File: config.mk
export PLATFORM = sky130hd
export DESIGN_NAME = cs_spindle_servo
export DESIGN_NICKNAME = d
export VERILOG_FILES = /design/src/design/cs_pkg.sv /design/src/design/cs_spindle_servo.sv /design/src/design/cs_tick_div.sv /design/src/design/cs_width_meter.sv
export SDC_FILE = /design/constraint.sdc
export NUM_CORES = 1
export LEC_CHECK = 0
export BUFFER_PORTS_ARGS = -buffer_cell sky130_fd_sc_hd__buf_2
export CAP_MARGIN = 30
export CORE_MARGIN = 2
export CORE_UTILIZATION = 53
export CTS_CLUSTER_SIZE = 30
export DETAILED_ROUTE_END_ITERATION = 8
export PLACE_DENSITY_LB_ADDON = 0.08
export SLEW_MARGIN = 20
export SYNTH_ARGS = -nofsm -noshare
export SYNTH_HDL_FRONTEND = slang
export SYNTH_HIERARCHICAL = 1
export SYNTH_SLANG_ARGS = --single-unit
File: constraint.sdc
create_clock -name pclk -period 2.75 [get_ports pclk]
set_input_delay 0 -clock pclk [delete_from_list [all_inputs] [get_ports pclk]]
set_output_delay 0 -clock pclk [all_outputs]
set_load 0.01 [all_outputs]
File: src/design/cs_pkg.sv
// constants, codes and register map of the clv spindle servo
// Functional notes
// - five host registers carry mode and parameters
// - forward: drive high, phase hi-z, on high
// - reverse: drive low, phase hi-z, on high
// - stop: drive low, filter and on low
// - speed mode when jumping or unlocked
// - width peak/bottom hold at selected rates
// - speed drive low/hi-z/high by width 21/22/23
// - gain low cuts speed drive twelve dB
// - seek uses seek clock peak, frame bottom
// - phase mode compares selected sources by four
// - phase pin high (count-278)x32 after fall
// - auto mode: eight low lock samples go speed
// - rough mode takes reference from the vco
package cs_pkg;
  // register byte offsets
  localparam logic [7:0] CS_CFG_OFF = 8'h00;
  localparam logic [7:0] CS_CMD_OFF = 8'h04;
  localparam logic [7:0] CS_WST_OFF = 8'h08;
  localparam logic [7:0] CS_PHC_OFF = 8'h0c;
  localparam logic [7:0] CS_SEEK_OFF = 8'h10;
  localparam logic [7:0] CS_STAT_OFF = 8'h14;
  // field positions
  localparam int CS_CFG_GAIN_BIT = 0;
  localparam int CS_CFG_PEAK_BIT = 1;
  localparam int CS_CFG_BOT_BIT = 2;
  localparam int CS_SEEK_BOT_BIT = 0;
  localparam int CS_WST_EN_BIT = 0;
  localparam int CS_PHC_SRC_BIT = 0;
  // reset values
  localparam logic [2:0] CS_CFG_RST = 3'h0;
  localparam logic [2:0] CS_CMD_RST = 3'h0;
  // divider ratios
  localparam logic [5:0] CS_PEAK_DIV_LO = 6'h02;
  localparam logic [5:0] CS_PEAK_DIV_HI = 6'h04;
  localparam logic [5:0] CS_BOT_DIV_LO = 6'h10;
  localparam logic [5:0] CS_BOT_DIV_HI = 6'h20;
  localparam logic [5:0] CS_SAMPLE_DIV = 6'h10;
  // width thresholds in vco periods
  localparam logic [7:0] CS_W_LOW = 8'h15;
  localparam logic [7:0] CS_W_MID = 8'h16;
  localparam logic [7:0] CS_W_STAT = 8'h40;
  // phase pin timing
  localparam logic [9:0] CS_WP_OFFSET = 10'h116;
  localparam int CS_WP_SHIFT = 5;
  // lock loss sample count
  localparam logic [3:0] CS_LOCK_LOST_N = 4'h8;
  // command codes
  typedef enum logic [2:0] {
    CS_CMD_STOP = 3'h0,
    CS_CMD_FWD = 3'h1,
    CS_CMD_REV = 3'h2,
    CS_CMD_SPEED = 3'h3,
    CS_CMD_SEEK = 3'h4,
    CS_CMD_PHASE = 3'h5,
    CS_CMD_AUTO = 3'h6,
    CS_CMD_ROUGH = 3'h7
  } cs_cmd_t;
  // one-hot servo states
  typedef enum logic [5:0] {
    CS_ST_STOP = 6'h01,
    CS_ST_FWD = 6'h02,
    CS_ST_REV = 6'h04,
    CS_ST_SPEED = 6'h08,
    CS_ST_SEEK = 6'h10,
    CS_ST_PHASE = 6'h20
  } cs_state_t;
endpackage

File: src/design/cs_spindle_servo.sv
// clv spindle servo top: apb registers, mode control, spindle pins
`timescale 1ns/10ps
`default_nettype none
module cs_spindle_servo
  import cs_pkg::*;
(
  input wire logic pclk,
  input wire logic presetn,
  input wire logic [7:0] paddr,
  input wire logic psel,
  input wire logic penable,
  input wire logic pwrite,
  input wire logic [31:0] pwdata,
  output logic [31:0] prdata,
  output logic pready,
  output logic pslverr,
  input wire logic crystal_frame_ref,
  input wire logic vco_frame_ref,
  input wire logic vco_tick,
  input wire logic vco_half_tick,
  input wire logic seek_ref_tick,
  input wire logic efm_in,
  input wire logic playback_frame,
  input wire logic frame_lock,
  input wire logic read_base_tick,
  input wire logic write_base_tick,
  output logic spindle_drive_out,
  output logic spindle_drive_oe,
  output logic spindle_phase_out,
  output logic spindle_phase_oe,
  output logic spindle_filter_out,
  output logic spindle_on_out,
  output logic status_out_n
);
  // register decode, used by the error answer
  function automatic logic cs_mapped(input logic [7:0] a);
    return a == CS_CFG_OFF || a == CS_CMD_OFF || a == CS_WST_OFF ||
           a == CS_PHC_OFF || a == CS_SEEK_OFF || a == CS_STAT_OFF;
  endfunction
  // speed width comparison: returns {oe, level}
  function automatic logic [1:0] cs_width_drive(input logic [7:0] w);
    if (w <= CS_W_LOW) begin
      return 2'b10;
    end else if (w == CS_W_MID) begin
      return 2'b00;
    end
    return 2'b11;
  endfunction

  logic [2:0] cfg_q;
  cs_cmd_t cmd_q;
  logic wst_q;
  logic phc_q;
  logic seek_q;
  logic armed_q;
  logic stat_en_q;
  cs_state_t state_q;
  cs_state_t state_d;
  logic wr_en;
  logic [7:0] width;
  logic ref_tick;
  logic peak_div_tick;
  logic peak_tick;
  logic bot_tick;
  logic sample_tick;
  logic bot_sel;
  logic pb_q;
  logic pb_fall;
  logic pb_rise;
  logic [1:0] div_a_q;
  logic [1:0] div_b_q;
  logic [9:0] wp_q;
  logic [14:0] ph_cnt_q;
  logic [3:0] low_cnt_q;
  logic [1:0] duty_q;
  logic [1:0] wdrv;

  assign wr_en = psel && penable && pwrite && pready;
  assign pb_fall = pb_q && !playback_frame;
  assign pb_rise = !pb_q && playback_frame;
  // rough mode swaps the crystal reference for the vco one
  assign ref_tick = (cmd_q == CS_CMD_ROUGH) ? vco_frame_ref :
                    crystal_frame_ref;
  assign peak_tick = (state_q == CS_ST_SEEK) ? seek_ref_tick :
                     peak_div_tick;
  assign bot_sel = (state_q == CS_ST_SEEK) ? seek_q :
                   cfg_q[CS_CFG_BOT_BIT];
  assign wdrv = cs_width_drive(width);

  // host register writes
  always_ff @(posedge pclk or negedge presetn) begin
    if (!presetn) begin
      cfg_q <= CS_CFG_RST;
      cmd_q <= cs_cmd_t'(CS_CMD_RST);
      wst_q <= 1'b0;
      phc_q <= 1'b0;
      seek_q <= 1'b0;
    end else if (wr_en) begin
      unique case (paddr)
        CS_CFG_OFF: cfg_q <= pwdata[2:0];
        CS_CMD_OFF: cmd_q <= cs_cmd_t'(pwdata[2:0]);
        CS_WST_OFF: wst_q <= pwdata[CS_WST_EN_BIT];
        CS_PHC_OFF: phc_q <= pwdata[CS_PHC_SRC_BIT];
        CS_SEEK_OFF: seek_q <= pwdata[CS_SEEK_BOT_BIT];
        default: ;
      endcase
    end
  end

  // status pin arming: only a width config write that precedes the
  // next command write, whatever its code, enables the pulse width report
  always_ff @(posedge pclk or negedge presetn) begin
    if (!presetn) begin
      armed_q <= 1'b0;
      stat_en_q <= 1'b0;
    end else if (wr_en && paddr == CS_WST_OFF) begin
      armed_q <= pwdata[CS_WST_EN_BIT];
    end else if (wr_en && paddr == CS_CMD_OFF) begin
      stat_en_q <= armed_q;
      armed_q <= 1'b0;
    end
  end

  // apb answer: zero wait, read data and error prepared in setup
  always_ff @(posedge pclk or negedge presetn) begin
    if (!presetn) begin
      pready <= 1'b0;
      prdata <= 32'h0;
      pslverr <= 1'b0;
    end else begin
      pready <= 1'b1;
      if (psel && !penable) begin
        pslverr <= !cs_mapped(paddr);
        prdata <= 32'h0;
        unique case (paddr)
          CS_CFG_OFF: prdata <= {29'h0, cfg_q};
          CS_CMD_OFF: prdata <= {29'h0, cmd_q};
          CS_WST_OFF: prdata <= {31'h0, wst_q};
          CS_PHC_OFF: prdata <= {31'h0, phc_q};
          CS_SEEK_OFF: prdata <= {31'h0, seek_q};
          CS_STAT_OFF: prdata <= {14'h0, low_cnt_q, state_q, width};
          default: ;
        endcase
      end
    end
  end

  // hold clocks: peak /2 or /4, bottom /16 or /32 of the reference
  cs_tick_div u_peak_div (
    .pclk(pclk),
    .presetn(presetn),
    .tick_in(ref_tick),
    .ratio(cfg_q[CS_CFG_PEAK_BIT] ? CS_PEAK_DIV_HI : CS_PEAK_DIV_LO),
    .tick_out(peak_div_tick)
  );
  cs_tick_div u_bot_div (
    .pclk(pclk),
    .presetn(presetn),
    .tick_in(ref_tick),
    .ratio(bot_sel ? CS_BOT_DIV_HI : CS_BOT_DIV_LO),
    .tick_out(bot_tick)
  );
  // lock sampling every sixteenth playback frame
  cs_tick_div u_sample_div (
    .pclk(pclk),
    .presetn(presetn),
    .tick_in(pb_fall),
    .ratio(CS_SAMPLE_DIV),
    .tick_out(sample_tick)
  );
  cs_width_meter u_width (
    .pclk(pclk),
    .presetn(presetn),
    .t_tick(vco_tick),
    .efm_in(efm_in),
    .peak_tick(peak_tick),
    .bottom_tick(bot_tick),
    .width_q(width)
  );

  // consecutive low lock samples, saturating at the loss count
  always_ff @(posedge pclk or negedge presetn) begin
    if (!presetn) begin
      low_cnt_q <= 4'h0;
    end else if (sample_tick) begin
      if (frame_lock) begin
        low_cnt_q <= 4'h0;
      end else if (low_cnt_q != CS_LOCK_LOST_N) begin
        low_cnt_q <= low_cnt_q + 4'h1;
      end
    end
  end

  // mode selection: exactly one state from the written command
  always_comb begin
    state_d = CS_ST_STOP;
    unique case (cmd_q)
      CS_CMD_STOP: state_d = CS_ST_STOP;
      CS_CMD_FWD: state_d = CS_ST_FWD;
      CS_CMD_REV: state_d = CS_ST_REV;
      CS_CMD_SPEED: state_d = CS_ST_SPEED;
      CS_CMD_SEEK: state_d = CS_ST_SEEK;
      CS_CMD_PHASE: state_d = CS_ST_PHASE;
      CS_CMD_AUTO, CS_CMD_ROUGH: begin
        state_d = (low_cnt_q == CS_LOCK_LOST_N) ? CS_ST_SPEED :
                  CS_ST_PHASE;
      end
    endcase
  end
  always_ff @(posedge pclk or negedge presetn) begin
    if (!presetn) begin
      state_q <= CS_ST_STOP;
    end else begin
      state_q <= state_d;
    end
  end

  // phase sources divided by four; counters run in every mode so a
  // switch into phase mode starts from a settled comparison
  always_ff @(posedge pclk or negedge presetn) begin
    if (!presetn) begin
      pb_q <= 1'b0;
      div_a_q <= 2'h0;
      div_b_q <= 2'h0;
    end else begin
      pb_q <= playback_frame;
      if (phc_q ? read_base_tick : pb_rise) begin
        div_a_q <= div_a_q + 2'h1;
      end
      if (phc_q ? write_base_tick : ref_tick) begin
        div_b_q <= div_b_q + 2'h1;
      end
    end
  end

  // playback frame high time in vco/2 periods and phase pin timer
  always_ff @(posedge pclk or negedge presetn) begin
    if (!presetn) begin
      wp_q <= 10'h0;
      ph_cnt_q <= 15'h0;
    end else begin
      if (pb_rise) begin
        wp_q <= {9'h000, vco_half_tick}; // rise cycle is high already
      end else if (playback_frame && vco_half_tick && wp_q != 10'h3ff) begin
        wp_q <= wp_q + 10'h1;
      end
      if (pb_fall) begin
        ph_cnt_q <= (wp_q > CS_WP_OFFSET) ?
          ({5'h00, wp_q - CS_WP_OFFSET} << CS_WP_SHIFT) : 15'h0;
      end else if (vco_half_tick && ph_cnt_q != 15'h0) begin
        ph_cnt_q <= ph_cnt_q - 15'h1;
      end
    end
  end

  // duty divider: low gain lets the drive through one cycle in four
  always_ff @(posedge pclk or negedge presetn) begin
    if (!presetn) begin
      duty_q <= 2'h0;
    end else begin
      duty_q <= duty_q + 2'h1;
    end
  end

  // spindle pin patterns per state
  always_ff @(posedge pclk or negedge presetn) begin
    if (!presetn) begin
      spindle_drive_out <= 1'b0;
      spindle_drive_oe <= 1'b1;
      spindle_phase_out <= 1'b0;
      spindle_phase_oe <= 1'b0;
      spindle_filter_out <= 1'b0;
      spindle_on_out <= 1'b0;
    end else begin
      spindle_filter_out <= 1'b0;
      spindle_phase_out <= 1'b0;
      spindle_phase_oe <= 1'b0;
      spindle_on_out <= 1'b1;
      unique case (state_q)
        CS_ST_STOP: begin
          spindle_drive_out <= 1'b0;
          spindle_drive_oe <= 1'b1;
          spindle_on_out <= 1'b0;
        end
        CS_ST_FWD: begin
          spindle_drive_out <= 1'b1;
          spindle_drive_oe <= 1'b1;
        end
        CS_ST_REV: begin
          spindle_drive_out <= 1'b0;
          spindle_drive_oe <= 1'b1;
        end
        CS_ST_SPEED, CS_ST_SEEK: begin
          spindle_drive_out <= wdrv[0];
          spindle_drive_oe <= wdrv[1] &&
            (cfg_q[CS_CFG_GAIN_BIT] || duty_q == 2'h0);
        end
        CS_ST_PHASE: begin
          // b leading means the disc is slow: push, else brake
          spindle_drive_out <= div_b_q[1];
          spindle_drive_oe <= div_a_q[1] != div_b_q[1];
          spindle_phase_out <= ph_cnt_q != 15'h0;
          spindle_phase_oe <= 1'b1;
        end
        default: begin
          spindle_drive_out <= 1'b0;
          spindle_drive_oe <= 1'b1;
          spindle_on_out <= 1'b0;
        end
      endcase
    end
  end

  // active-low pulse width report
  always_ff @(posedge pclk or negedge presetn) begin
    if (!presetn) begin
      status_out_n <= 1'b1;
    end else begin
      status_out_n <= !(stat_en_q && width >= CS_W_STAT);
    end
  end
endmodule // cs_spindle_servo
`default_nettype wire

File: src/design/cs_tick_div.sv
// enable pulse divider: one pulse out per ratio pulses in
`timescale 1ns/10ps
`default_nettype none
module cs_tick_div
  import cs_pkg::*;
(
  input wire logic pclk,
  input wire logic presetn,
  input wire logic tick_in,
  input wire logic [5:0] ratio,
  output logic tick_out
);
  logic [5:0] cnt_q;
  // counter wraps at ratio-1, a ratio change takes effect at the next input pulse
  always_ff @(posedge pclk or negedge presetn) begin
    if (!presetn) begin
      cnt_q <= 6'h00;
      tick_out <= 1'b0;
    end else begin
      tick_out <= 1'b0;
      if (tick_in) begin
        if (cnt_q >= ratio - 6'h01) begin
          cnt_q <= 6'h00;
          tick_out <= 1'b1;
        end else begin
          cnt_q <= cnt_q + 6'h01;
        end
      end
    end
  end
endmodule // cs_tick_div
`default_nettype wire

File: src/design/cs_width_meter.sv
// longest efm run length with peak hold and bottom hold
`timescale 1ns/10ps
`default_nettype none
module cs_width_meter
  import cs_pkg::*;
(
  input wire logic pclk,
  input wire logic presetn,
  input wire logic t_tick,
  input wire logic efm_in,
  input wire logic peak_tick,
  input wire logic bottom_tick,
  output logic [7:0] width_q
);
  logic efm_q;
  logic [7:0] run_q;
  logic [7:0] peak_q;
  logic [7:0] bot_q;
  // run length in vco periods, saturating
  always_ff @(posedge pclk or negedge presetn) begin
    if (!presetn) begin
      efm_q <= 1'b0;
      run_q <= 8'h00;
    end else begin
      efm_q <= efm_in;
      if (efm_q != efm_in) begin
        run_q <= {7'h00, t_tick}; // the change cycle is the first period
      end else if (t_tick && run_q != 8'hff) begin
        run_q <= run_q + 8'h01;
      end
    end
  end
  // peak hold keeps the longest run; bottom hold keeps the least peak,
  // which strips long noise runs such as mirror regions
  always_ff @(posedge pclk or negedge presetn) begin
    if (!presetn) begin
      peak_q <= 8'h00;
      bot_q <= 8'hff;
      width_q <= 8'h00;
    end else begin
      if (peak_tick) begin
        peak_q <= 8'h00;
        if (peak_q < bot_q) begin
          bot_q <= peak_q;
        end
      end else if (run_q > peak_q) begin
        peak_q <= run_q;
      end
      if (bottom_tick) begin
        // a peak window closing on the same tick still takes part
        width_q <= (peak_tick && peak_q < bot_q) ? peak_q : bot_q;
        bot_q <= 8'hff;
      end
    end
  end
endmodule // cs_width_meter
`default_nettype wire

After elaboration in Yosys (flattened, before gate mapping)
Cells that the tools add are included.

Register bits: 147. Latch bits: 0. Memory bits (writable): 0. Memory bits (read-only): 0. Bits of input ports: 55. Output and inout port bits: 41. Logic and storage cells: 176. Memories: 0.

$add $sub $neg: 13. $mul: 0. Divide/modulo/power cells: 0. Magnitude comparators: 8. Equality and inequality tests: 24. Shifts and indexed selects: 0. Mux-type cells: 46. Bitwise operators: 1. Reductions and logical operators: 49.

Operators with widths (count): 18-bit one-hot mux with 6 select lines (1); 8-bit two-way mux (8); 15-bit two-way mux (3); 6-bit one-hot mux with 7 select lines (1); 6-bit two-way mux (5); 8-bit by 5-bit equality test with 1-bit output, second input constant (3); 10-bit two-way mux (2); 6-bit by 1-bit adder with 6-bit output, second input constant (3); 1-bit two-way mux (18); 8-bit by 4-bit equality test with 1-bit output, second input constant (2); 2-bit AND reduction (8); 2-bit nonzero test (8); 1-bit logical AND (15); 15-bit nonzero test (1); 15-bit by 1-bit subtractor with 15-bit output, second input constant (1); 3-bit equality test, second input constant (4); 6-bit >= comparator (2); 10-bit by 1-bit adder with 10-bit output, second input constant (1); 10-bit by 9-bit > comparator with 1-bit output, second input constant (1); 10-bit != test, second input constant (1); 10-bit by 9-bit subtractor with 10-bit output, second input constant (1); 8-bit by 1-bit adder with 8-bit output, second input constant (1); 8-bit by 3-bit equality test with 1-bit output, second input constant (1); 8-bit by 7-bit >= comparator with 1-bit output, second input constant (1); other kinds (32) (49).

Depth between registers and ports, before layout
Gate-level depths: netlist of the first run.

Word-level depth: 7. Mapped depth: 12. Mapped depth without buffers: 11.

Hierarchy
The synthesis of the first run kept the hierarchy.

By module, submodules not included: cs_spindle_servo (instances 1, cells an instance 406, area an instance 4111.4 um^2, sequential area each 1980.6 um^2); cs_width_meter (instances 1, cells an instance 183, area an instance 1821.7 um^2, sequential area each 835.8 um^2); cs_tick_div (instances 3, cells an instance 59, area an instance 595.6 um^2, sequential area each 175.2 um^2).

Worst setup path before layout of the first run
OpenSTA, ideal clock, no wires.

Path kind: register -> register. Start: register state_q[3]. End: register u_width.bot_q[0]. Library setup time: 0.081 ns. Data arrival time: 2.466 ns. Required time: 2.669 ns. Setup slack: 0.203 ns. Cell stages (with the launch flop): 10. Buffers on the path: 2. Clock period less this slack: 2.547 ns. Cells stage by stage: dfrtp_1 clkbuf_1 nor4_1 nand3_1 mux2_2 buf_4 or2b_1 a221oi_4 mux2i_1 or2b_1.

Cells in the longest elaborated chain, start to end: 4.

Ends and longest elaborated chain: start: declaration (RTL line cs_spindle_servo.sv:57) `cs_state_t state_q;`; start signal: assignment (RTL line cs_spindle_servo.sv:214) `state_q <= state_d;`; 6-bit by 5-bit equality test with 1-bit output (RTL line cs_spindle_servo.sv:84) `assign peak_tick = (state_q == CS_ST_SEEK) ? seek_ref_tick :`; 1-bit two-way mux (RTL line cs_spindle_servo.sv:84); named net peak_tick (RTL line cs_spindle_servo.sv:63) `logic peak_tick;`; 2-bit nonzero test (no line); 2-bit AND reduction (no line); end signal: assignment (RTL line cs_width_meter.sv:44) `bot_q <= peak_q;`; end: declaration (RTL line cs_width_meter.sv:18) `logic [7:0] bot_q;`.

The timed path passes the listed nets, and every way through them passes these cells. A chain may end at the register's enable or synchronous reset.

Final worst setup path of the first run
Start: register state_q[1]. End: register u_bot_div.cnt_q[4].

Cells in the longest elaborated chain, start to end: 6.

Ends and longest elaborated chain: 6-bit by 5-bit equality test with 1-bit output (RTL line cs_spindle_servo.sv:86) `assign bot_sel = (state_q == CS_ST_SEEK) ? seek_q :`; 1-bit two-way mux (RTL line cs_spindle_servo.sv:86); 6-bit two-way mux (RTL line cs_spindle_servo.sv:160) `.ratio(bot_sel ? CS_BOT_DIV_HI : CS_BOT_DIV_LO),`; 6-bit by 1-bit subtractor with 6-bit output (RTL line cs_tick_div.sv:22) `if (cnt_q >= ratio - 6'h01) begin`; 6-bit >= comparator (RTL line cs_tick_div.sv:22); 6-bit two-way mux (RTL line cs_tick_div.sv:22); end signal: assignment (RTL line cs_tick_div.sv:26) `cnt_q <= cnt_q + 6'h01;`; end: declaration (RTL line cs_tick_div.sv:13) `logic [5:0] cnt_q;`.

No other way between the ends.

==> summary.md, run 1 <==
| Metric | Value |
|---|---|
| Routed Antenna Nets | 0 |
| Final worst slack | 181.9 ps |
| Worst Setup End Kind | register |
| Largest net degree at the start of global routing | 64 |
| Endpoint of the lowest-slack register-to-register path | u_bot_div/cnt_q[4]$_DFFE_PN0P_ |
| Post-layout power | between 0.007 and 0.008 W |
| Synth Area per Inst | 10.08 µm² |
| Headroom to the max-slew limit | 45.41% |
| Switching fraction of total power | 34.50% |
| PortBufs | 51 |
| Worst-skew pair later-pin latency | 410 ps |
| Global router's overall resource usage | 21.71% |
| Count of nets after finishing | 970 |
| Die Ht | 124.7 µm |
| Largest cells by area after synthesis | dfrtp_1 40%, ha_1 7.6%, dfstp_2 3.7% |
| DRC marker count from the first detailed-route iteration | 285 |
| Wire length after detailed routing | 15.98 mm |
| First-pass detailed-route iteration total | 4 |
| Fin Clk Skew | 6.558 ps |
| RR Startpoint | state_q[1]$_DFF_PN0_ |
| Kind of cell adding the most delay to the critical path | simple AND/OR/NAND/NOR gates |
| Share of post-route cells with drive strength above 1 | 18.16% |
| Initial Utilization | 53.73% |
| Antenna violations before repair | 0 |
| Depth of the CTS H-tree | 4 |
| Top-area cell type share of the netlist area | 39.55% |
| Crit-path max cell delay | between 400 and 500 ps |
| Data required time at the worst endpoint | roughly 3100 ps |
| Start point of the worst hold path | paddr[5] |
| Critical path buffer and inverter count | 0 |
| Count of warnings emitted by yosys | 6 |
| Worst path cell trace | nor4_4, nand3_2, mux2i_2, nor3_2, nand2_1, xor2_1, ha_1, a21oi_1, o21a_2, o211ai_2, o211ai_1 |
| Worst slack at placement | 41.17 ps |
| Total number of clock tree sinks | 133 |
| Depth of the most critical reg-to-reg path | 11 |
| Fraction of registers with async set or reset after synthesis | 100.0% |
| Mean routed wirelength per cell | 15.00 µm |
| Reported net switching power | 0.002444 W |
| Critical-path top delay cell | dfrtp_1 |
| Post-synthesis to final-layout area growth | 16.14% |
| Leading register cell type out of synthesis | dfrtp_1 |
| Root buffer cell | clkbuf_16 |
| Static leakage | 4.172 nW |
| Number of rows created at floorplan | 44 |
| Run status | completed |
| Via count | 5780 |
| Worst EP arrival | between 2000 and 3000 ps |
| Proportion of synthesized chip area in sequential cells | 43.29% |
| Clock tree from TritonCTS | done |
| Dominant cell by count in the synthesized netlist | dfrtp_1 |
| Average via count per standard cell | 5.427 |
| Start-to-end type of the worst setup path | register to register |
| Count of flip-flops with a built-in enable after synthesis | 0 |
| Maxcap violations | 0 |
| Clk pwr share | 29.3% |
| Crit start category | register |
| Instance count along the most critical hold path | 4 |
| Half-perimeter wire length after detailed placement | 11.48 mm |
| Max frequency | 0.3894 GHz |
| Netlist cell types | 78 |
| Min Hold Slack | 51.15 ps |
| Number of setup buffers added after CTS | 0 |
| Endpoint of the worst hold path | prdata[1]$_DFFE_PN0P_ |
| Max clock buf depth | 2 |
| Cell area after technology mapping | 7720 µm² |
| Num ports | 96 |
| Wire length of the first global-routing pass | 27.68 mm |
| Top cells by instance count after synthesis | 122 x dfrtp_1, 56 x nor2_1, 53 x nand2_1, 48 x inv_1, 47 x ha_1 |
| Cell internal pwr | 0.004640 W |
| Power per standard cell area | between 700 and 800 nW/µm² |
| Maximum vdd drop | 0.5638 mV |
| CP max FO | 4 |
| Final critical path time including I/O delays and setup | ~2600 ps |
| Vias in the first global route | 5830 |
| Final period util | just over 90% |
| Cts bufs inserted | 17 |
| Clock-pin slew reported for the worst setup and hold paths after clock tree synthesis | 60 ps |
| Pins over their slew limit | 0 |
| Library cell with the largest summed area after synthesis | dfrtp_1 |
| Placer Congestion | 0.8132 |
| Diode count | 0 |
| Worst reg-to-reg setup slack | 180 ps |
| DRC Markers | 0 |
| Floorplan die width | 124.7 µm |
| Part of the power in combinational logic | 30.0% |
| Type of the most critical hold path | primary input to register |
| Number of hold violations in the final report | 0 |
| Power share of the sequential group | slightly above 40% |
| Slew of the pin with the lowest slew margin | 818.9 ps |
| GRT overflow | 0 |
| Launching instance or port of the critical path | state_q[1]$_DFF_PN0_ |
| Floorplan Core Area | 14370 µm² |
| Setup Viol. Count Final | 0 |
| Die Outline Area | 15550 µm² |
| Synthesized instance count | between 700 and 800 |
| Seq cells post-synth | around 130 |
[power groups by stage]
stage | Clock, W | Sequential (W) | Combinational, W
final | 0.00207 | 0.00288 | 0.00212
after global routing | 0.00221 | 0.00296 | 0.00243
after CTS | 0.00212 | 0.00288 | 0.00213
after detailed placement | 0 | 0.00291 | 0.00209
after global placement | 0 | 0.00288 | 0.00200
after floorplan | 0 | 0.00275 | 0.00174
[how the worst max path moves through the flow]
| stage | depth (start not counted) | slack [ps] | endpoint |
|---|---|---|---|
| after floorplan | 9 | 200 | u_width/bot_q[0]$_DFFE_PN1P_ |
| after detailed placement | 11 | 40 | u_bot_div/cnt_q[4]$_DFFE_PN0P_ |
| final | 11 | 180 | u_bot_div/cnt_q[4]$_DFFE_PN0P_ |
| after global placement | 11 | 140 | u_bot_div/cnt_q[4]$_DFFE_PN0P_ |
| after CTS | 11 | 50 | u_bot_div/cnt_q[4]$_DFFE_PN0P_ |
| after global routing | 11 | -5 | u_bot_div/cnt_q[4]$_DFFE_PN0P_ |
[layout by cell type (no fill, tap or decap), types with 16 or more instances in the layout]
cell,Yosys,routed
conb_1,2,49
a21oi_1,43,43
nor2_1,56,56
o21ai_0,34,34
nand4_1,18,18
mux2i_1,19,18
a22o_1,16,16
nor3_1,18,17
inv_1,48,48
dlygate4sd3_1,0,16
ha_1,47,47
buf_2,1,50
xnor2_1,23,23
dfrtp_1,122,122
xor2_1,25,25
nand2_1,53,53
nand3_1,20,19
clkbuf_16,0,17
[logic make-up after synthesis]
family / Yosys count / share of synthesized area (%)
buf+inv: 93 / 5.705
fa+ha+maj: 47 / 7.617
other cells: 2 / 0.09728
xor+xnor: 48 / 5.446
flops: 133 / 43.29
mux: 32 / 4.651
simple gates: 236 / 17.00
compound gates: 175 / 16.19
[per-layer routing]
layer	wire length, µm	GRT usage [%]	up-vias	share of wire, %
met5	0	0	-	0
met4	300	7.469	0	1.9
met3	530	4.811	20	3.3
met2	7774	36.00	93	49
met1	7374	28.19	2794	46
li1	-	-	2873	-
[tightest hold or removal path, stage by stage]
cell and delay [ps]:
buf_2 70, or3_4 110, or4_4 150, o31ai_1 80
[timing repair]
item | CTS | global route
setup endpoints to repair | 2 | 8
hold buffers | 16 | 0
gates cloned | 0 | 0
hold endpoints to repair | 79 | 0
resized for setup | 1 | 4
[stage by stage]
stage                     std cells  utilization (%)  area [µm²]  setup TNS (ps)
after floorplan                 813                -        7896               0
after global placement         1017            57.38        8244               0
after detailed placement       1017            57.38        8244               0
after CTS                      1065            62.24        8944               0
after global routing           1065            62.40        8966          -7.186
final                          1065            62.40        8966               0
[registers in the layout (all words and copies together), names as in the netlist, 3 cells and up]
register and flops:
ph_cnt_q 15, state_q 6, u_width/width_q 8, u_width/peak_q 8
u_width/run_q 8, low_cnt_q 4, prdata 18, wp_q 10
u_peak_div/cnt_q 6, u_bot_div/cnt_q 6, cfg_q 3, cmd_q 3
u_sample_div/cnt_q 6, u_width/bot_q 8
[final cells by class]
type / count / area [µm²]
inverters: 48 / 180.2
well taps: 184 / 230.2
flip-flops and latches: 133 / 3342
multi-input cells: 587 / 4145
fillers: 1218 / 5403
clock buffers: 27 / 483.0
repair buffers: 81 / 535.5
clock inverters: 5 / 50.05
Power figures use the tool's default switching activity.
==> run 2, diff against run 1 <==
--- a/config.mk
+++ b/config.mk
@@ -12,6 +12,7 @@
 export CTS_CLUSTER_SIZE = 30
 export DETAILED_ROUTE_END_ITERATION = 8
 export PLACE_DENSITY_LB_ADDON = 0.08
+export REMOVE_ABC_BUFFERS = 1
 export SLEW_MARGIN = 20
 export SYNTH_ARGS = -nofsm -noshare
 export SYNTH_HDL_FRONTEND = slang
==> run 2 against run 1 <==
Effect of this change: via count grew 1.2%; clock power is 13% higher; clock skew hardly changed; critical endpoint unchanged; largest power group unchanged.
==> summary.md, run 2 (synthesis gave the netlist of run 1 again) <==
| Metric | Value |
|---|---|
| Part of the power in combinational logic | 29.1% |
| Global router's overall resource usage | 21.69% |
| Leading cell type in the layout, fill and taps excluded | dfrtp_1 |
| Worst Setup End Kind | register |
| Floorplan die width | 124.7 µm |
| Wire length of the first global-routing pass | 27.53 mm |
| Worst-skew pair later-pin latency | 420 ps |
| Routed Antenna Nets | 0 |
| Total number of clock tree sinks | 133 |
| GRT overflow | 0 |
| Worst reg-to-reg setup slack | 160 ps |
| DRC Markers | 0 |
| Number of hold violations in the final report | 0 |
| Die Outline Area | 15550 µm² |
| Core occupancy in the finished layout | 62.83% |
| Start point of the worst hold path | seek_ref_tick |
| Average via count per standard cell | between 5 and 6 |
| Max clock buf depth | 2 |
| Worst slack at placement | 10.82 ps |
| Slew of the pin with the lowest slew margin | 684.6 ps |
| Share of post-route cells with drive strength above 1 | 18.77% |
| Maximum vdd drop | 0.4967 mV |
| Vias in the first global route | 5769 |
| Area of all placed cells without fillers | about 9000 µm² |
| Number of setup buffers added after CTS | 0 |
| Number of cells in the finished layout apart from fillers | 1063 |
| Num ports | 96 |
| Wire length after detailed routing | 16.09 mm |
| Instance count along the most critical hold path | 4 |
| Run status | completed |
| Die Ht | 124.7 µm |
| Half-perimeter wire length after detailed placement | 11.62 mm |
| Post-synthesis to final-layout area growth | 16.94% |
| Fin Clk Skew | 6.934 ps |
| Count of nets after finishing | just under 1000 |
| First-pass detailed-route iteration total | 5 |
| RR Startpoint | state_q[1]$_DFF_PN0_ |
| Total placed instance area | 8229 µm² |
| Endpoint of the lowest-slack register-to-register path | u_bot_div/cnt_q[4]$_DFFE_PN0P_ |
| Total placed cells including tap cells | 1015 |
| Data required time at the worst endpoint | just over 3000 ps |
| Maxcap violations | 0 |
| Endpoint of the worst hold path | u_width/peak_q[0]$_DFFE_PN0P_ |
| Setup Viol. Count Final | 0 |
| Final period util | 94.01% |
| Start-to-end type of the worst setup path | register to register |
| Floorplan Core Area | 14370 µm² |
| Root buffer cell | clkbuf_16 |
| Headroom to the max-slew limit | 54.05% |
| Clock tree from TritonCTS | done |
| Placer Congestion | 0.8338 |
| Flip-flop count of the largest register, all copies and words added | 18 |
| Switching fraction of total power | 34.46% |
| Power share of the sequential group | 39.2% |
| CP max FO | 4 |
| Depth of the CTS H-tree | 4 |
| Mean routed wirelength per cell | 15.13 µm |
| Largest registers | prdata (18), ph_cnt_q (15), wp_q (10) |
| Worst EP arrival | 2920 ps |
| Reported net switching power | 0.002537 W |
| Crit start category | register |
| Power per standard cell area | 815.4 nW/µm² |
| Cts bufs inserted | 17 |
| Commonest cells after routing, fill and taps aside | 122 x dfrtp_1, 56 x nor2_1, 53 x nand2_1, 50 x buf_2, 49 x conb_1 |
| Type of the most critical hold path | primary input to register |
| Static leakage | 4.187 nW |
| Number of rows created at floorplan | 44 |
| PortBufs | 51 |
| Pins over their slew limit | 0 |
| Max frequency | 0.3868 GHz |
| Via count | 5850 |
| Final critical path time including I/O delays and setup | 2585 ps |
| Largest register by flop count | prdata |
| Largest net degree at the start of global routing | 63 |
| Cell internal pwr | 0.004824 W |
| Post-layout power | 0.007361 W |
| Final worst slack | 164.7 ps |
| Clock-pin slew reported for the worst setup and hold paths after clock tree synthesis | 60 ps |
| Clk pwr share | 31.7% |
| DRC marker count from the first detailed-route iteration | approximately 350 |
| Antenna violations before repair | 0 |
| Diode count | 0 |
| Depth of the most critical reg-to-reg path | 11 |
| Initial Utilization | 53.73% |
==> run 2: routing by layer <==
layer	up-vias	global-route usage [%]	part of all wire, %
met4	0	8.130	1.7
met1	2814	29.24	48
met3	23	4.811	3.8
met2	132	34.43	47
met5	-	0	0
li1	2881	-	-
==> run 2: worst max-delay path by stage <==
stage	from	end	slack, ps	depth (start not counted)
finish	state_q[1]$_DFF_PN0_	u_bot_div/cnt_q[4]$_DFFE_PN0P_	160	11
global route	state_q[1]$_DFF_PN0_	u_bot_div/cnt_q[4]$_DFFE_PN0P_	-20	11
CTS	state_q[0]$_DFF_PN1_	u_bot_div/cnt_q[4]$_DFFE_PN0P_	0.9	11
detailed placement	state_q[0]$_DFF_PN1_	u_bot_div/cnt_q[4]$_DFFE_PN0P_	10	11
global placement	state_q[0]$_DFF_PN1_	u_bot_div/cnt_q[4]$_DFFE_PN0P_	180	11
floorplan	state_q[1]$_DFF_PN0_	u_width/bot_q[0]$_DFFE_PN1P_	300	7
==> run 2: area by class of cell <==
| type | instances | area, µm² |
|---|---|---|
| repair buffers | 79 | 520.5 |
| inverters | 48 | 180.2 |
| fillers | 1186 | 5341 |
| flip-flops and latches | 133 | 3342 |
| well taps | 184 | 230.2 |
| clock inverters | 12 | 152.6 |
| clock buffers | 20 | 456.7 |
| multi-input cells | 587 | 4145 |
==> run 2: through the flow <==
stage / hold slack (ps) / setup TNS (ps)
floorplan: -295.6 / 0
global placement: 20.90 / 0
detailed placement: 30.06 / 0
CTS: 11.36 / 0
global route: 42.86 / -48.70
finish: 41.27 / 0
==> run 2: critical path, stage by stage, from the launching register on <==
cell	delay, ps
dfrtp_1	420
nor4_4	330
nand3_2	150
mux2i_2	220
nor3_2	200
nand2_1	90
xor2_1	150
ha_1	300
a21oi_1	140
o21a_2	200
o211ai_2	110
o211ai_1	200
==> run 2: power by group through the flow <==
stage | Clock (W) | Sequential, W | Combinational (W)
5_1_grt | 0.00246 | 0.00295 | 0.00244
3_3_place_gp | 0 | 0.00288 | 0.00201
6_report | 0.00234 | 0.00288 | 0.00214
4_1_cts | 0.00239 | 0.00288 | 0.00213
3_5_place_dp | 0 | 0.00290 | 0.00210
2_1_floorplan | 0 | 0.00277 | 0.00167
==> run 2: timing repair <==
action | CTS | global route
hold buffers | 16 | 0
resized for setup | 0 | 5
endpoints found under the setup margin | 0 | 7
hold endpoints to repair | 63 | 0
==> run 3, diff against run 2 <==
--- a/config.mk
+++ b/config.mk
@@ -7,8 +7,10 @@
 export LEC_CHECK = 0
 export BUFFER_PORTS_ARGS = -buffer_cell sky130_fd_sc_hd__buf_2
 export CAP_MARGIN = 30
+export CELL_PAD_IN_SITES_DETAIL_PLACEMENT = 1
+export CELL_PAD_IN_SITES_GLOBAL_PLACEMENT = 1
 export CORE_MARGIN = 2
-export CORE_UTILIZATION = 53
+export CORE_UTILIZATION = 41
 export CTS_CLUSTER_SIZE = 30
 export DETAILED_ROUTE_END_ITERATION = 8
 export PLACE_DENSITY_LB_ADDON = 0.08
==> run 3 against run 2 <==
Effect of this change: cell count is 5.0% higher; die area rose by 28%; count of clock-buffer cells in the layout grew 3; routed wire length up 14%; clock power up 6%; worst setup slack got worse by 69 ps; sequential share of layout area is 0.57 points lower; combinational power rose by 2%; global-route usage shrank 1.9 points; sequential power hardly changed; non-clock buffer count increased by 3; critical path type unchanged.
==> summary.md, run 3 (synthesis gave the netlist of run 1 again) <==
| Metric | Value |
|---|---|
| Run status | completed |
| First-pass detailed-route iteration total | 4 |
| Worst Setup End Kind | register |
| Critical path buffer and inverter count | 0 |
| PortBufs | 51 |
| Cts bufs inserted | 17 |
| Worst reg-to-reg setup slack | 100 ps |
| Antenna violations before repair | 0 |
| Clock tree from TritonCTS | done |
| Max clock buf depth | 2 |
| Worst EP arrival | 2940 ps |
| Floorplan die width | 141.2 µm |
| Share of post-route cells with drive strength above 1 | 19.16% |
| Total negative setup slack | 0 ps |
| Static leakage | roughly 4.2 nW |
| Data required time at the worst endpoint | about 3000 ps |
| Global router's overall resource usage | 19.75% |
| Leading cell type in the layout, fill and taps excluded | dfrtp_1 |
| Routed length on met1 | 8.698 mm |
| Power per standard cell area | 827.0 nW/µm² |
| Worst path cell trace | nor4_4, nand3_2, mux2i_4, nor3_2, nand2_1, xor2_1, ha_1, nand4_1, o21ai_2, a21oi_1 |
| Worst-skew pair later-pin latency | 430 ps |
| Half-perimeter wire length after detailed placement | approximately 14 mm |
| Worst slack at placement | 18.72 ps |
| Final critical path time including I/O delays and setup | approximately 2700 ps |
| Root buffer cell | clkbuf_16 |
| Vias in the first global route | 6385 |
| Layout fillers | 2097 |
| Largest net degree at the start of global routing | 60 |
| Met3 routed WL | ~580 µm |
| Average via count per standard cell | 5.323 |
| Number of hold violations in the final report | 0 |
| Headroom to the max-slew limit | between 50% and 60% |
| Largest register by flop count | prdata |
| Commonest cells after routing, fill and taps aside | 122 x dfrtp_1, 56 x nor2_1, 53 x nand2_1, 50 x buf_2, 49 x conb_1 |
| Fin Clk Skew | roughly 8.4 ps |
| Count of nets after finishing | approximately 970 |
| Die Outline Area | 19940 µm² |
| Flip-flop count of the largest register, all copies and words added | 18 |
| Pins over their slew limit | 0 |
| Via count | 5941 |
| Maxcap violations | 0 |
| Diode count | 0 |
| GRT overflow | 0 |
| Min Hold Slack | 28.97 ps |
| Met2 layer wire length in the routed design | 8.690 mm |
| DRC Markers | 0 |
| Number of rows created at floorplan | 50 |
| Initial Utilization | between 40% and 50% |
| Floorplan Core Area | ~19000 µm² |
| Largest registers | prdata (18), ph_cnt_q (15), wp_q (10) |
| Setup repair after global routing missed its margin | true |
| Wire length after detailed routing | 18.31 mm |
| Depth of the CTS H-tree | 4 |
| Num ports | 96 |
| Wire length of the first global-routing pass | between 30 and 40 mm |
| Kind of cell adding the most delay to the critical path | simple AND/OR/NAND/NOR gates |
| Top routing layer used | met4 |
| Placer Congestion | between 0.8 and 0.9 |
| Post-synthesis to final-layout area growth | 18.75% |
| CP max FO | 4 |
| Clock-pin slew reported for the worst setup and hold paths after clock tree synthesis | approximately 60 ps |
| Total number of clock tree sinks | 133 |
| Mean routed wirelength per cell | ~16 µm |
| Type of the most critical hold path | primary input to register |
| Max frequency | roughly 0.38 GHz |
| Setup Viol. Count Final | 0 |
| Crit start category | register |
| Critical-path top delay cell | dfrtp_1 |
| Final worst slack | 96.14 ps |
| Final period util | 96.50% |
| Die Ht | 141.2 µm |
| Maximum vdd drop | roughly 0.41 mV |
| Crit-path max cell delay | 410 ps |
| Routed Antenna Nets | 0 |
| Start-to-end type of the worst setup path | register to register |
| Slew of the pin with the lowest slew margin | 699.2 ps |
| DRC marker count from the first detailed-route iteration | between 200 and 250 |
## run 3: cell types whose count changed in the layout (fill, tap and decap cells not counted), moves of 2 or more
cell and delta:
dlygate4sd3_1 -2, clkbuf_1 +3, clkinv_2 -2, bufinv_16 +2, buf_4 +4
## run 3: what timing repair did
| action | CTS | global route |
|---|---|---|
| gates resized for setup | 0 | 8 |
| hold endpoints to repair | 124 | 0 |
| endpoints found under the setup margin | 0 | 7 |
| setup buffers | 0 | 4 |
| hold buffers | 14 | 0 |
## run 3: worst register-to-register path, delay by kind of cell (launching register included)
kind	cells	cell delay [ps]
mux	1	250
xor+xnor	1	170
flops	1	410
simple gates	5	960
fa+ha+maj	1	340
compound gates	2	400
## run 3: per-layer routing
layer	up-vias	GRT usage, %
li1	2872	-
met1	2936	25.90
met2	105	32.93
met3	28	3.940
met4	0	6.316
met5	-	0
## run 3: cell type report
class / instances / area (µm²) / area share, %
inverters: 48 / 180.2 / 1.965
well taps: 234 / 292.8 / 3.194
repair buffers: 82 / 541.8 / 5.910
clock inverters: 9 / 177.7 / 1.938
clock buffers: 23 / 467.9 / 5.104
flip-flops and latches: 133 / 3342 / 36.45
multi-input cells: 587 / 4165 / 45.43
## run 3: worst paths after layout
path / endpoint / depth (start not counted) / from
max: u_bot_div/cnt_q[3]$_DFFE_PN0P_ / 10 / state_q[2]$_DFF_PN0_
min: prdata[1]$_DFFE_PN0P_ / 3 / paddr[2]
min reg2reg: duty_q[0]$_DFF_PN0_ / 1 / duty_q[0]$_DFF_PN0_
max in group asynchronous: spindle_drive_oe$_DFF_PN1_ / 3 / presetn
max reg2reg: u_bot_div/cnt_q[3]$_DFFE_PN0P_ / 10 / state_q[2]$_DFF_PN0_
min in group asynchronous: u_width/run_q[3]$_DFFE_PN0P_ / 2 / presetn
## run 3: metrics by stage
step	util (%)	area, µm²	total power [W]	instances
after detailed placement	44.69	8303	0.005090	1066
after CTS	48.92	9089	0.007649	1112
after global placement	44.69	8303	0.004939	1066
after global routing	49.34	9168	0.008121	1116
after floorplan	-	7636	0.004440	768
final	49.34	9168	0.007582	1116
## run 3: power by group
| part | internal, W | switching, W | total (W) | leakage, nW |
|---|---|---|---|---|
| Combinational | 0.000967 | 0.00123 | 0.00219 | 2.20 |
| Sequential | 0.00240 | 0.000503 | 0.00290 | 1.72 |
| Clock | 0.00165 | 0.000834 | 0.00249 | 0.304 |
